`src/pmt_pkg.sv`:
```
package pmt_pkg;
  // Timing
  localparam int CLK_PERIOD_NS = 8;
  localparam int TICK_NS = 80;
  localparam int TICK_CYC = (TICK_NS + CLK_PERIOD_NS - 1) / CLK_PERIOD_NS;
  localparam int SCRUB_RES_NS = 40960;
  localparam int SCRUB_TICKS = SCRUB_RES_NS / TICK_NS;

  // Register offsets on the control bus (6-bit space)
  localparam logic [5:0] ADDR_TX_STATE = 6'h03;
  localparam logic [5:0] ADDR_INT_COND = 6'h07;
  localparam logic [5:0] ADDR_RX_COND_A = 6'h08;
  localparam logic [5:0] ADDR_RX_COND_B = 6'h09;
  localparam logic [5:0] ADDR_MODE2 = 6'h0f;
  localparam logic [5:0] ADDR_ST_THR = 6'h12;
  localparam logic [5:0] ADDR_PRE_THR = 6'h13;
  localparam logic [5:0] ADDR_ST_SNAP = 6'h14;
  localparam logic [5:0] ADDR_LE_THR = 6'h16;
  localparam logic [5:0] ADDR_USER = 6'h18;
  localparam logic [5:0] ADDR_REV = 6'h19;
  localparam logic [5:0] ADDR_INJ_SNAP = 6'h1a;
  localparam logic [5:0] ADDR_INJ_THR = 6'h1b;
  localparam logic [5:0] ADDR_INT_CMP = 6'h1c;
  localparam logic [5:0] ADDR_TX_CMP = 6'h1d;
  localparam logic [5:0] ADDR_RX_CMP_A = 6'h1e;
  localparam logic [5:0] ADDR_RX_CMP_B = 6'h1f;
  localparam logic [5:0] ADDR_CONN_CMP = 6'h20;
  localparam logic [5:0] ADDR_CONN_COND = 6'h21;
  localparam logic [5:0] ADDR_CONN_MASK = 6'h22;
  localparam logic [5:0] ADDR_SCRUB_THR = 6'h24;

  // Field positions
  localparam int INT_REJECT_BIT = 0;
  localparam int INT_INHIBIT_BIT = 1;
  localparam int INT_LINK_LIMIT_BIT = 2;
  localparam int TX_INJ_LSB = 2;
  localparam int RXB_SERVICE_BIT = 0;
  localparam int CONN_SCRUB_EXP_BIT = 0;
  localparam int MODE2_SCRUB_EN_BIT = 0;
  localparam int USER_SENSE_LSB = 4;
  localparam int USER_WIDTH = 3;

  // Reset values
  localparam logic [7:0] RST_BYTE = 8'h00;

  // Injection control codes
  localparam logic [1:0] IC_ONE_SHOT = 2'h1;
  localparam logic [1:0] IC_PERIODIC = 2'h2;

  typedef enum logic [2:0] {
    PMT_LS_QUIET = 3'h0,
    PMT_LS_IDLE = 3'h1,
    PMT_LS_MASTER = 3'h2,
    PMT_LS_HALT = 3'h3,
    PMT_LS_ACTIVE = 3'h4,
    PMT_LS_NOISE = 3'h5,
    PMT_LS_UNKNOWN = 3'h6,
    PMT_LS_NSD = 3'h7
  } pmt_line_state_t;

  typedef enum logic [1:0] {
    PMT_SCRUB_IDLE = 2'b01,
    PMT_SCRUB_RUN = 2'b10
  } pmt_scrub_state_t;
endpackage

```
`src/pmt_tick_gen.sv`:
```
`timescale 1ns/1ps
module pmt_tick_gen #(
  parameter int DIV = 10
) (
  // Clock and reset
  input wire logic clk,
  input wire logic reset_n,
  // Tick out
  output logic tick
);
  localparam int CW = (DIV > 1) ? $clog2(DIV) : 1;
  localparam logic [CW-1:0] LAST = CW'(DIV - 1);
  logic [CW-1:0] cnt_q;
  logic [CW-1:0] cnt_d;

  always_comb begin
    cnt_d = (cnt_q == LAST) ? '0 : cnt_q + CW'(1);
  end

  always_ff @(posedge clk) begin
    if (!reset_n) begin
      cnt_q <= '0;
    end else begin
      cnt_q <= cnt_d;
    end
  end

  assign tick = (cnt_q == LAST);
endmodule // pmt_tick_gen

```
`src/pmt_guard_reg.sv`:
```
`timescale 1ns/1ps
module pmt_guard_reg #(
  parameter int W = 8
) (
  // Clock and reset
  input wire logic clk,
  input wire logic reset_n,
  // Bus side
  input wire logic rd,
  input wire logic wr,
  input wire logic [W-1:0] wdata,
  // Hardware events
  input wire logic [W-1:0] hw_set,
  // State
  output logic [W-1:0] value,
  output logic [W-1:0] compare,
  output logic inhibit
);
  logic [W-1:0] val_q;
  logic [W-1:0] val_d;
  logic [W-1:0] cmp_q;
  logic [W-1:0] cmp_d;
  logic [W-1:0] stale;

  always_comb begin
    stale = val_q ^ cmp_q;
    val_d = val_q;
    cmp_d = cmp_q;
    if (rd) begin
      cmp_d = val_q;
    end
    if (wr) begin
      val_d = (wdata & ~stale) | (val_q & stale);
    end
    // Hardware set beats a software clear in the same cycle
    val_d = val_d | hw_set;
  end

  always_ff @(posedge clk) begin
    if (!reset_n) begin
      val_q <= '0;
      cmp_q <= '0;
    end else begin
      val_q <= val_d;
      cmp_q <= cmp_d;
    end
  end

  assign value = val_q;
  assign compare = cmp_q;
  assign inhibit = wr && (|stale);
endmodule // pmt_guard_reg

```
`src/pmt_mgmt_regs.sv`:
```
// Operation
// - Prescaler counts down per tick in hold states
// - Main timer steps when prescaler zero, hold state
// - Prescaler reloads from threshold on reaching zero
// - Both zero in hold state reloads both
// - Entering a hold state reloads both timers
// - Threshold writes reload both state timers
// - State count read returns captured timer
// - Writes to read-only counts flag reject
// - Link error counter decrements per error
// - On an error at one or zero, reload threshold, set limit flag
// - Threshold write also loads link counter
// - Reset clears link and injection counters
// - Sense bits live, enable bits drive pins
// - Read-only revision register
// - Injection counter runs in one-shot/periodic
// - Injection reloads at zero and threshold write
// - Injection count read returns captured counter
// - Guarded register read copies into compare
// - Stale bits unchanged, inhibit flag set
// - Sticky connection events, masked service event
// - Scrub timer 40.96 us resolution, 8-bit
// - Scrub expiry sets expired flag
// - Scrub starts on enabled trigger only
// - Threshold write leaves running scrub alone
`timescale 1ns/1ps
module pmt_mgmt_regs
  import pmt_pkg::*;
#(
  parameter bit DUAL_PATH = 1'b1,
  parameter logic [7:0] REV_ID = 8'h01, // Value is arbitrary
  parameter int SCRUB_DIV = pmt_pkg::SCRUB_TICKS
) (
  // Clock and reset
  input wire logic clk,
  input wire logic reset_n,
  // Control bus
  input wire logic [5:0] cb_addr,
  input wire logic [7:0] cb_wdata,
  input wire logic cb_rd,
  input wire logic cb_wr,
  output logic [7:0] cb_rdata,
  // Line side events
  input wire pmt_pkg::pmt_line_state_t line_state,
  input wire logic link_error,
  input wire logic [7:0] rca_event,
  input wire logic [7:0] rcb_event,
  input wire logic [7:0] cmt_event,
  input wire logic scrub_trigger,
  // User pins
  input wire logic [2:0] user_sense,
  output logic [2:0] user_enable,
  // Status
  output logic scrub_active,
  output logic [7:0] transmit_state
);
  import pmt_pkg::*;

  localparam int SW = $clog2(SCRUB_DIV + 1);
  localparam logic [SW-1:0] SCRUB_LAST = SW'(SCRUB_DIV - 1);
  localparam logic [2:0] USER_MASK = DUAL_PATH ? 3'h7 : 3'h3;

  logic tick;
  logic hold;
  logic entered;
  logic wr_ro;
  logic inhibit_any;
  logic lem_hit;
  logic scrub_done;
  logic svc_event;
  logic [4:0] inh;
  logic [7:0] int_set;
  logic [7:0] rxb_set;
  logic [7:0] conn_set;
  logic [7:0] int_cond;
  logic [7:0] int_cmp;
  logic [7:0] tx_state;
  logic [7:0] tx_cmp;
  logic [7:0] rx_a;
  logic [7:0] rx_a_cmp;
  logic [7:0] rx_b;
  logic [7:0] rx_b_cmp;
  logic [7:0] conn_cond;
  logic [7:0] conn_cmp;
  logic [7:0] rd_mux;
  logic [1:0] ic;

  // Configuration registers
  logic [7:0] st_thr_q, st_thr_d, pre_thr_q, pre_thr_d, le_thr_q, le_thr_d;
  logic [7:0] inj_thr_q, inj_thr_d;
  logic [7:0] scrub_thr_q, scrub_thr_d, mode_q, mode_d, conn_mask_q, conn_mask_d;
  logic [2:0] uen_q, uen_d;
  // Counters
  logic [7:0] st_q, st_d, spt_q, spt_d, lem_q, lem_d, inj_q, inj_d;
  pmt_line_state_t ls_prev_q, ls_prev_d;
  // Scrub
  pmt_scrub_state_t scr_q, scr_d;
  logic [7:0] scr_cnt_q, scr_cnt_d;
  logic [SW-1:0] scr_pre_q, scr_pre_d;
  // Read data
  logic [7:0] rdata_q, rdata_d;

  pmt_tick_gen #(
    .DIV(TICK_CYC)
  ) u_tick (
    .clk(clk),
    .reset_n(reset_n),
    .tick(tick)
  );

  always_comb begin
    hold = (line_state == PMT_LS_HALT) || (line_state == PMT_LS_IDLE) ||
           (line_state == PMT_LS_MASTER) || (line_state == PMT_LS_QUIET) ||
           (line_state == PMT_LS_NSD);
    entered = hold && (line_state != ls_prev_q);
    wr_ro = cb_wr && ((cb_addr == ADDR_ST_SNAP) || (cb_addr == ADDR_INJ_SNAP) ||
                      (cb_addr == ADDR_REV));
    inhibit_any = |inh;
    svc_event = |(conn_cond & conn_mask_q);
    ic = tx_state[TX_INJ_LSB +: 2];
    int_set = '0;
    int_set[INT_REJECT_BIT] = wr_ro;
    int_set[INT_INHIBIT_BIT] = inhibit_any;
    int_set[INT_LINK_LIMIT_BIT] = lem_hit;
    rxb_set = rcb_event;
    rxb_set[RXB_SERVICE_BIT] = rcb_event[RXB_SERVICE_BIT] | svc_event;
    conn_set = cmt_event;
    conn_set[CONN_SCRUB_EXP_BIT] = cmt_event[CONN_SCRUB_EXP_BIT] | scrub_done;
  end

  // Guarded registers with read-then-write protection
  pmt_guard_reg u_int_cond (
    .clk(clk), .reset_n(reset_n),
    .rd(cb_rd && cb_addr == ADDR_INT_COND), .wr(cb_wr && cb_addr == ADDR_INT_COND),
    .wdata(cb_wdata), .hw_set(int_set),
    .value(int_cond), .compare(int_cmp), .inhibit(inh[0])
  );
  pmt_guard_reg u_tx_state (
    .clk(clk), .reset_n(reset_n),
    .rd(cb_rd && cb_addr == ADDR_TX_STATE), .wr(cb_wr && cb_addr == ADDR_TX_STATE),
    .wdata(cb_wdata), .hw_set(8'h00),
    .value(tx_state), .compare(tx_cmp), .inhibit(inh[1])
  );
  pmt_guard_reg u_rx_a (
    .clk(clk), .reset_n(reset_n),
    .rd(cb_rd && cb_addr == ADDR_RX_COND_A), .wr(cb_wr && cb_addr == ADDR_RX_COND_A),
    .wdata(cb_wdata), .hw_set(rca_event),
    .value(rx_a), .compare(rx_a_cmp), .inhibit(inh[2])
  );
  pmt_guard_reg u_rx_b (
    .clk(clk), .reset_n(reset_n),
    .rd(cb_rd && cb_addr == ADDR_RX_COND_B), .wr(cb_wr && cb_addr == ADDR_RX_COND_B),
    .wdata(cb_wdata), .hw_set(rxb_set),
    .value(rx_b), .compare(rx_b_cmp), .inhibit(inh[3])
  );
  pmt_guard_reg u_conn_cond (
    .clk(clk), .reset_n(reset_n),
    .rd(cb_rd && cb_addr == ADDR_CONN_COND), .wr(cb_wr && cb_addr == ADDR_CONN_COND),
    .wdata(cb_wdata), .hw_set(conn_set),
    .value(conn_cond), .compare(conn_cmp), .inhibit(inh[4])
  );

  // Plain read/write configuration
  always_comb begin
    st_thr_d = st_thr_q;
    pre_thr_d = pre_thr_q;
    le_thr_d = le_thr_q;
    inj_thr_d = inj_thr_q;
    scrub_thr_d = scrub_thr_q;
    mode_d = mode_q;
    conn_mask_d = conn_mask_q;
    uen_d = uen_q;
    if (cb_wr) begin
      unique case (cb_addr)
        ADDR_ST_THR: st_thr_d = cb_wdata;
        ADDR_PRE_THR: pre_thr_d = cb_wdata;
        ADDR_LE_THR: le_thr_d = cb_wdata;
        ADDR_INJ_THR: inj_thr_d = cb_wdata;
        ADDR_SCRUB_THR: scrub_thr_d = cb_wdata;
        ADDR_MODE2: mode_d = cb_wdata;
        ADDR_CONN_MASK: conn_mask_d = cb_wdata;
        ADDR_USER: uen_d = cb_wdata[USER_WIDTH-1:0] & USER_MASK;
        default: ;
      endcase
    end
  end

  // State timer pair
  always_comb begin
    st_d = st_q;
    spt_d = spt_q;
    ls_prev_d = line_state;
    if ((cb_wr && (cb_addr == ADDR_ST_THR || cb_addr == ADDR_PRE_THR)) ||
        entered ||
        (hold && tick && spt_q == 8'h00 && st_q == 8'h00)) begin
      st_d = (cb_wr && cb_addr == ADDR_ST_THR) ? cb_wdata : st_thr_q;
      spt_d = (cb_wr && cb_addr == ADDR_PRE_THR) ? cb_wdata : pre_thr_q;
    end else if (hold && tick) begin
      if (spt_q == 8'h00) begin
        spt_d = pre_thr_q;
        st_d = st_q - 8'h01;
      end else begin
        spt_d = spt_q - 8'h01;
      end
    end
  end

  // Link error monitor and injection counters
  always_comb begin
    lem_d = lem_q;
    lem_hit = 1'b0;
    inj_d = inj_q;
    if (cb_wr && cb_addr == ADDR_LE_THR) begin
      lem_d = cb_wdata;
    end else if (link_error) begin
      if (lem_q <= 8'h01) begin
        lem_d = le_thr_q;
        lem_hit = 1'b1;
      end else begin
        lem_d = lem_q - 8'h01;
      end
    end
    if (cb_wr && cb_addr == ADDR_INJ_THR) begin
      inj_d = cb_wdata;
    end else if (tick && (ic == IC_ONE_SHOT || ic == IC_PERIODIC)) begin
      inj_d = (inj_q == 8'h00) ? inj_thr_q : inj_q - 8'h01;
    end
  end

  // Scrub timer: threshold is latched at start, so later writes wait
  always_comb begin
    scr_d = scr_q;
    scr_cnt_d = scr_cnt_q;
    scr_pre_d = scr_pre_q;
    scrub_done = 1'b0;
    unique case (scr_q)
      PMT_SCRUB_IDLE: begin
        if (scrub_trigger && mode_q[MODE2_SCRUB_EN_BIT]) begin
          scr_d = PMT_SCRUB_RUN;
          scr_cnt_d = scrub_thr_q;
          scr_pre_d = SCRUB_LAST;
        end
      end
      PMT_SCRUB_RUN: begin
        if (tick) begin
          if (scr_pre_q != '0) begin
            scr_pre_d = scr_pre_q - SW'(1);
          end else if (scr_cnt_q == 8'h00) begin
            scrub_done = 1'b1;
            scr_d = PMT_SCRUB_IDLE;
          end else begin
            scr_cnt_d = scr_cnt_q - 8'h01;
            scr_pre_d = SCRUB_LAST;
          end
        end
      end
    endcase
  end

  // Read path; counts are captured in the read cycle itself
  always_comb begin
    unique case (cb_addr)
      ADDR_TX_STATE: rd_mux = tx_state;
      ADDR_INT_COND: rd_mux = int_cond;
      ADDR_RX_COND_A: rd_mux = rx_a;
      ADDR_RX_COND_B: rd_mux = rx_b;
      ADDR_MODE2: rd_mux = mode_q;
      ADDR_ST_THR: rd_mux = st_thr_q;
      ADDR_PRE_THR: rd_mux = pre_thr_q;
      ADDR_ST_SNAP: rd_mux = st_q;
      ADDR_LE_THR: rd_mux = le_thr_q;
      ADDR_USER: rd_mux = {1'b0, user_sense & USER_MASK, 1'b0, uen_q};
      ADDR_REV: rd_mux = REV_ID;
      ADDR_INJ_SNAP: rd_mux = inj_q;
      ADDR_INJ_THR: rd_mux = inj_thr_q;
      ADDR_INT_CMP: rd_mux = int_cmp;
      ADDR_TX_CMP: rd_mux = tx_cmp;
      ADDR_RX_CMP_A: rd_mux = rx_a_cmp;
      ADDR_RX_CMP_B: rd_mux = rx_b_cmp;
      ADDR_CONN_CMP: rd_mux = conn_cmp;
      ADDR_CONN_COND: rd_mux = conn_cond;
      ADDR_CONN_MASK: rd_mux = conn_mask_q;
      ADDR_SCRUB_THR: rd_mux = scrub_thr_q;
      default: rd_mux = 8'h00;
    endcase
    rdata_d = cb_rd ? rd_mux : rdata_q;
  end

  always_ff @(posedge clk) begin
    if (!reset_n) begin
      st_thr_q <= RST_BYTE;
      pre_thr_q <= RST_BYTE;
      le_thr_q <= RST_BYTE;
      inj_thr_q <= RST_BYTE;
      scrub_thr_q <= RST_BYTE;
      mode_q <= RST_BYTE;
      conn_mask_q <= RST_BYTE;
      uen_q <= '0;
      st_q <= RST_BYTE;
      spt_q <= RST_BYTE;
      lem_q <= RST_BYTE;
      inj_q <= RST_BYTE;
      ls_prev_q <= PMT_LS_QUIET;
      scr_q <= PMT_SCRUB_IDLE;
      scr_cnt_q <= RST_BYTE;
      scr_pre_q <= '0;
      rdata_q <= RST_BYTE;
    end else begin
      st_thr_q <= st_thr_d;
      pre_thr_q <= pre_thr_d;
      le_thr_q <= le_thr_d;
      inj_thr_q <= inj_thr_d;
      scrub_thr_q <= scrub_thr_d;
      mode_q <= mode_d;
      conn_mask_q <= conn_mask_d;
      uen_q <= uen_d;
      st_q <= st_d;
      spt_q <= spt_d;
      lem_q <= lem_d;
      inj_q <= inj_d;
      ls_prev_q <= ls_prev_d;
      scr_q <= scr_d;
      scr_cnt_q <= scr_cnt_d;
      scr_pre_q <= scr_pre_d;
      rdata_q <= rdata_d;
    end
  end

  assign cb_rdata = rdata_q;
  assign user_enable = uen_q;
  assign scrub_active = (scr_q == PMT_SCRUB_RUN);
  assign transmit_state = tx_state;
endmodule // pmt_mgmt_regs

```
`config.mk`:
```
export PLATFORM = sky130hd
export DESIGN_NAME = pmt_mgmt_regs
export DESIGN_NICKNAME = d
export VERILOG_FILES = /design/src/pmt_pkg.sv /design/src/pmt_tick_gen.sv /design/src/pmt_guard_reg.sv /design/src/pmt_mgmt_regs.sv
export SDC_FILE = /design/constraint.sdc
export NUM_CORES = 1
export LEC_CHECK = 0
export BUFFER_PORTS_ARGS = -buffer_cell sky130_fd_sc_hd__buf_2
export CORE_UTILIZATION = 35
export DETAILED_ROUTE_END_ITERATION = 7
export HOLD_SLACK_MARGIN = 0.03
export PLACE_DENSITY_LB_ADDON = 0.12
export SYNTH_ARGS = -nofsm -noshare
export SYNTH_HDL_FRONTEND = slang
export SYNTH_SLANG_ARGS = --single-unit
export TNS_END_PERCENT = 10
```
`constraint.sdc`:
```
create_clock -name clk -period 2.5 [get_ports clk]
set_clock_uncertainty 0.15 [all_clocks]
set_input_delay 0.125 -clock clk [delete_from_list [all_inputs] [get_ports clk]]
set_output_delay 0.125 -clock clk [all_outputs]
set_load 0.02 [all_outputs]
```
==> results.md <==
- Summing the areas of all fa, ha and maj instances in the mapped netlist gives under 10% of the synthesized area.
- Global routing finished with a remaining overflow of 0.
- The count of port buffers added during placement is just under 70.
- The number of hold violations in the final report was 0.
- In the routed design, unresolved DRC markers number 0.
- For this block, the via count after detailed routing is ~11000.
- The clock net in this run drives a total of 206 sinks.
- The cell row count is 65.
- Max-cap violations in this run came to 0.
- In this run the worst path has a maximum fanout of 8.
- The final RePlAce weighted congestion is 0.930.
- The initial antenna violation count is 0.
- The initial core utilization is 35.5%.
- The number of global-route vias before repair is about 10000.
- For the pin with the worst max-slew slack, the measured transition is 0.892 ns.
- The flow ran to the end, and the final reports show no timing, DRC or antenna violations.
- The flip-flop count of the largest register after layout is 10.
- The first detailed-routing pass took 8 iterations.
- The number of slew-limit violations in the final report was 0.
- The worst path meets setup with 0.0124 ns of slack.
- The source of the worst register-to-register timing path is scr_pre_q[0]$_SDFFE_PN0P_.
- The tightest hold margin is ~0.06 ns.
- Summing all multi-input logic gate instances after layout gives between 6000 and 7000 um^2.
- The post-CTS setup buffer count is 0.
- Global routing consumed, over all layers together, 25.5% of the routing resources.
- The number of top-level pins is 70.
- The worst voltage drop across the vdd grid is between 0.4 and 0.5 mV.
- The worst setup path is captured at a flop.
- The fraction of synthesized cell area in xor and xnor cells is around 4%.
- The cell family contributing the most delay on the critical path is simple AND/OR/NAND/NOR gates.
- Sequential cells were found to cover between 30% and 40% of the synthesized design area.
- Timing analysis after detailed placement gives a worst setup slack of -0.000324 ns.
- Counting every net in the synthesized netlist gives between 1000 and 1500.
- The endpoint identified for the worst register-to-register timing path is scr_cnt_q[4]$_SDFFE_PN0P_.
- Dividing the detail-routed wire length by the instance count gives 21.9 um.
- Data arrives at the worst endpoint at 2.77 ns.
- The floorplan step defined a die boundary enclosing roughly 33000 um^2.
- The cell chosen for the clock root is clkbuf_16.
- The largest individual stage delay along the critical path comes from the cell or4b_4.
- The synthesized netlist devotes ~22% of its cell area to simple gates.
- The total routed wirelength is 42100 um.
- In this run the standard cell core region covers ~32000 um^2.
- Dividing the final minimum period by the clock period gives approximately 100%.
- Setup repair after global routing could not meet its margin everywhere.
- The count of final setup violators is 0.
- The type of element launching the critical path is a flop.
- The number of antenna diodes in the final layout is 0.
- The setup path with the least slack is of type reg -> reg.
- The worst register-to-register path has a depth of 7.
- At the worst endpoint, the required time is between 2 and 3 ns.
- Detailed placement finished with a half-perimeter wire length of 30100 um.
- The number of cells produced by synthesis is roughly 1400.
- The library cell used most frequently in the layout, excluding fill and tap cells, is dfxtp_1.
- The biggest cell delay along the critical path is about 0.45 ns.
- Setup slack on the worst reg-to-reg path comes out at around 0.012 ns.
- The power per unit of standard cell area is slightly below 700 nW/um^2.
- In this run, synthesis produced a sequential element count of roughly 210.
- Counting tap cells, the placed design contains a total of between 1500 and 2000 instances.
- The clock period could shrink to about 2.5 ns.
- The complex-gate fraction of the synthesized area is roughly a quarter.
- The library cells used most frequently in the layout, excluding fill and tap cells, are dfxtp_1, nor2_1, a21oi_1.
- The CTS buffer count is 25.
- In this run the static leakage power is around 5.8 nW.
- The most critical setup path has its startpoint at scr_pre_q[0]$_SDFFE_PN0P_.
- The clock slew at the register clock pins of the worst setup and hold paths is approximately 0.06 ns.
- Together, buffers and inverters on the worst path number 2.
- Entering global routing, the biggest net connects 78 pins.
- The post-synthesis to final-layout area growth is 21.1%.
- The floorplan step set the die height to around 180 um.
- The average size of a mapped cell is 8.08 um^2.
- For this run, the leading register cell type out of synthesis is dfxtp_1.
- The number of nets still failing antenna checks after routing is 0.
- The number of non-filler instances in the completed layout is between 1500 and 2000.
- By area, the combinational part of the netlist is dominated by compound AO/OA/AOI/OAI gates.
- In the final layout, the share of cells above drive strength 1 is ~14%.
- The completed layout was analyzed and its total power is 9.15 mW.
- At the later pin of the worst-skew pair, clock insertion delay measures about 0.53 ns.
- In the routed layout, each cell is associated on average with a via count of approximately 5.7.
- The worst setup path endpoint is scr_cnt_q[4]$_SDFFE_PN0P_.
- The share of synthesized area spent on multiplexers is ~5.2%.
- The number of violations reported at the end of detailed-routing iteration 0 is 970.
- Walking the worst path, the cells encountered are inv_2 -> ha_4 -> or4b_4 -> or4_4 -> o31a_1 -> buf_4 -> o32ai_1.
- The first-pass GRT wire length is about 64000 um.
- Yosys printed 0 warnings.
- The mapped netlist covers around 11000 um^2.
- The register with the most flip-flops in the final layout is scr_pre_q.
- Summing all flip-flop and latch instances after layout gives 4130 um^2.
- After synthesis, the share of flip-flops with an asynchronous set or reset is 0%.
- The count of H-tree levels built during CTS is 1.
- The worst hold path class is in -> reg.
- Counting buffers and inverters, the worst setup path is 7 cells deep.
- For this run, the share of the core covered by cells in the final layout is 43.1%.
- The worst-case headroom to the max-slew limit is approximately two fifths.
- Counting the fill cells in the layout gives 3223.
- From left edge to right edge, the die measures about 180 um.
- The clock tree buffer depth is 3.
- The net count of the finished layout is about 1600.
- For this run, the top clock speed supported by timing is around 0.4 GHz.
- TritonCTS built the clock tree.
- The synthesized design contains 0 enable-type register cells.
- The count of cell types in the netlist is 76.
[metrics by stage]
stage | setup TNS, ns | area (um^2)
2_1_floorplan | 0 | 11200
3_3_place_gp | 0 | 12300
3_5_place_dp | -0.000324 | 12300
4_1_cts | 0 | 13500
5_1_grt | -0.149 | 13600
6_report | 0 | 13600
[layer usage]
| layer | vias up | share of wire [%] | global-route usage (%) |
|---|---|---|---|
| met3 | 80 | 6.3 | 3.85 |
| li1 | 5315 | - | - |
| met1 | 5299 | 46 | 34.8 |
| met4 | 0 | 3.9 | 9.42 |
| met2 | 374 | 44 | 40.5 |
| met5 | - | 0 | 0 |
[worst min-delay path by stage]
stage / start / endpoint / slack (ns) / cells past startpoint
final: cb_wr / conn_mask_q[1]$_SDFFE_PN0P_ / 0.06 / 4
after global routing: cb_wr / conn_mask_q[5]$_SDFFE_PN0P_ / 0.06 / 4
after CTS: cb_wr / mode_q[2]$_SDFFE_PN0P_ / 0.04 / 4
after detailed placement: rca_event[1] / u_rx_a.value[1]$_SDFF_PN0_ / 0.22 / 3
after global placement: rca_event[1] / u_rx_a.value[1]$_SDFF_PN0_ / 0.21 / 3
after floorplan: line_state[0] / ls_prev_q[0]$_SDFF_PN0_ / 0.1 / 1
[cell families after synthesis]
kind of cell | Yosys count
AND/OR/NAND/NOR | 492
buffers and inverters | 145
AO/OA/AOI/OAI | 423
adder cells (fa/ha/maj) | 14
flip-flops | 206
multiplexers | 57
XOR/XNOR | 51
[Yosys cell counts, types with 4 or more instances]
master       n  area share [%]
and2_1      26             1.5
a21boi_0    43             2.9
inv_1       50             1.7
a21oi_1    127             5.7
o21ai_0     21            0.94
nand3_1     67             3.0
o31a_1       6            0.47
o2bb2ai_1   11            0.86
o22ai_1     29             1.6
xor2_1      34             2.7
xnor2_1     17             1.3
mux2i_1     51             4.6
nand4_1     13            0.73
nand2_1    114             3.8
a222oi_1     6            0.54
and2_0       4            0.22
nor3b_1      6            0.40
o221ai_1     5            0.39
ha_1        13             1.5
a211oi_1    18             1.2
nor4_1      15            0.84
a22oi_1     43             2.9
o211ai_1     7            0.47
a21o_1       6            0.40
or3_1        5            0.28
o21a_1      31             2.1
nand2b_1     6            0.33
a2111oi_0    8            0.62
nor2b_1      6            0.33
nor4bb_1     4            0.36
clkbuf_1    80             2.7
mux2_2       6            0.60
nor3_1      19            0.85
a31oi_1     15            0.84
nor2_1     139             4.7
dfxtp_1    206              37
and4_1       6            0.47
a2bb2oi_1    4            0.31
buf_2        9            0.40
or4_1        5            0.33
and3_1      35             2.0
a22o_1       6            0.47
[what timing repair did]
action                                 in CTS  in global routing
pin swaps                                   0                  5
endpoints found under the hold margin     140                  0
hold buffers                               49                  0
resized for setup                           1                 15
setup endpoints to repair                   1                 10
[worst register-to-register path: stages (launching register included)]
cell and delay [ns]:
dfxtp_2 0.32, inv_2 0.08, ha_4 0.12, or4b_4 0.45, or4_4 0.43, o31a_1 0.41, buf_4 0.20, o32ai_1 0.24
[layout make-up]
class	count	share of cell area, %
clock inverters	6	0.424
repair buffers	190	10.4
inverters	52	1.45
flip-flops and latches	206	30.4
well taps	402	3.70
multi-input cells	1037	48.4
clock buffers	34	5.29
[power breakdown]
group,internal (mW),switching (mW),total (mW)
sequential,3.47,0.210,3.68
combinational,0.907,1.01,1.92
clock,2.09,1.46,3.55
total,6.47,2.68,9.15
Power figures use the tool's default switching activity.
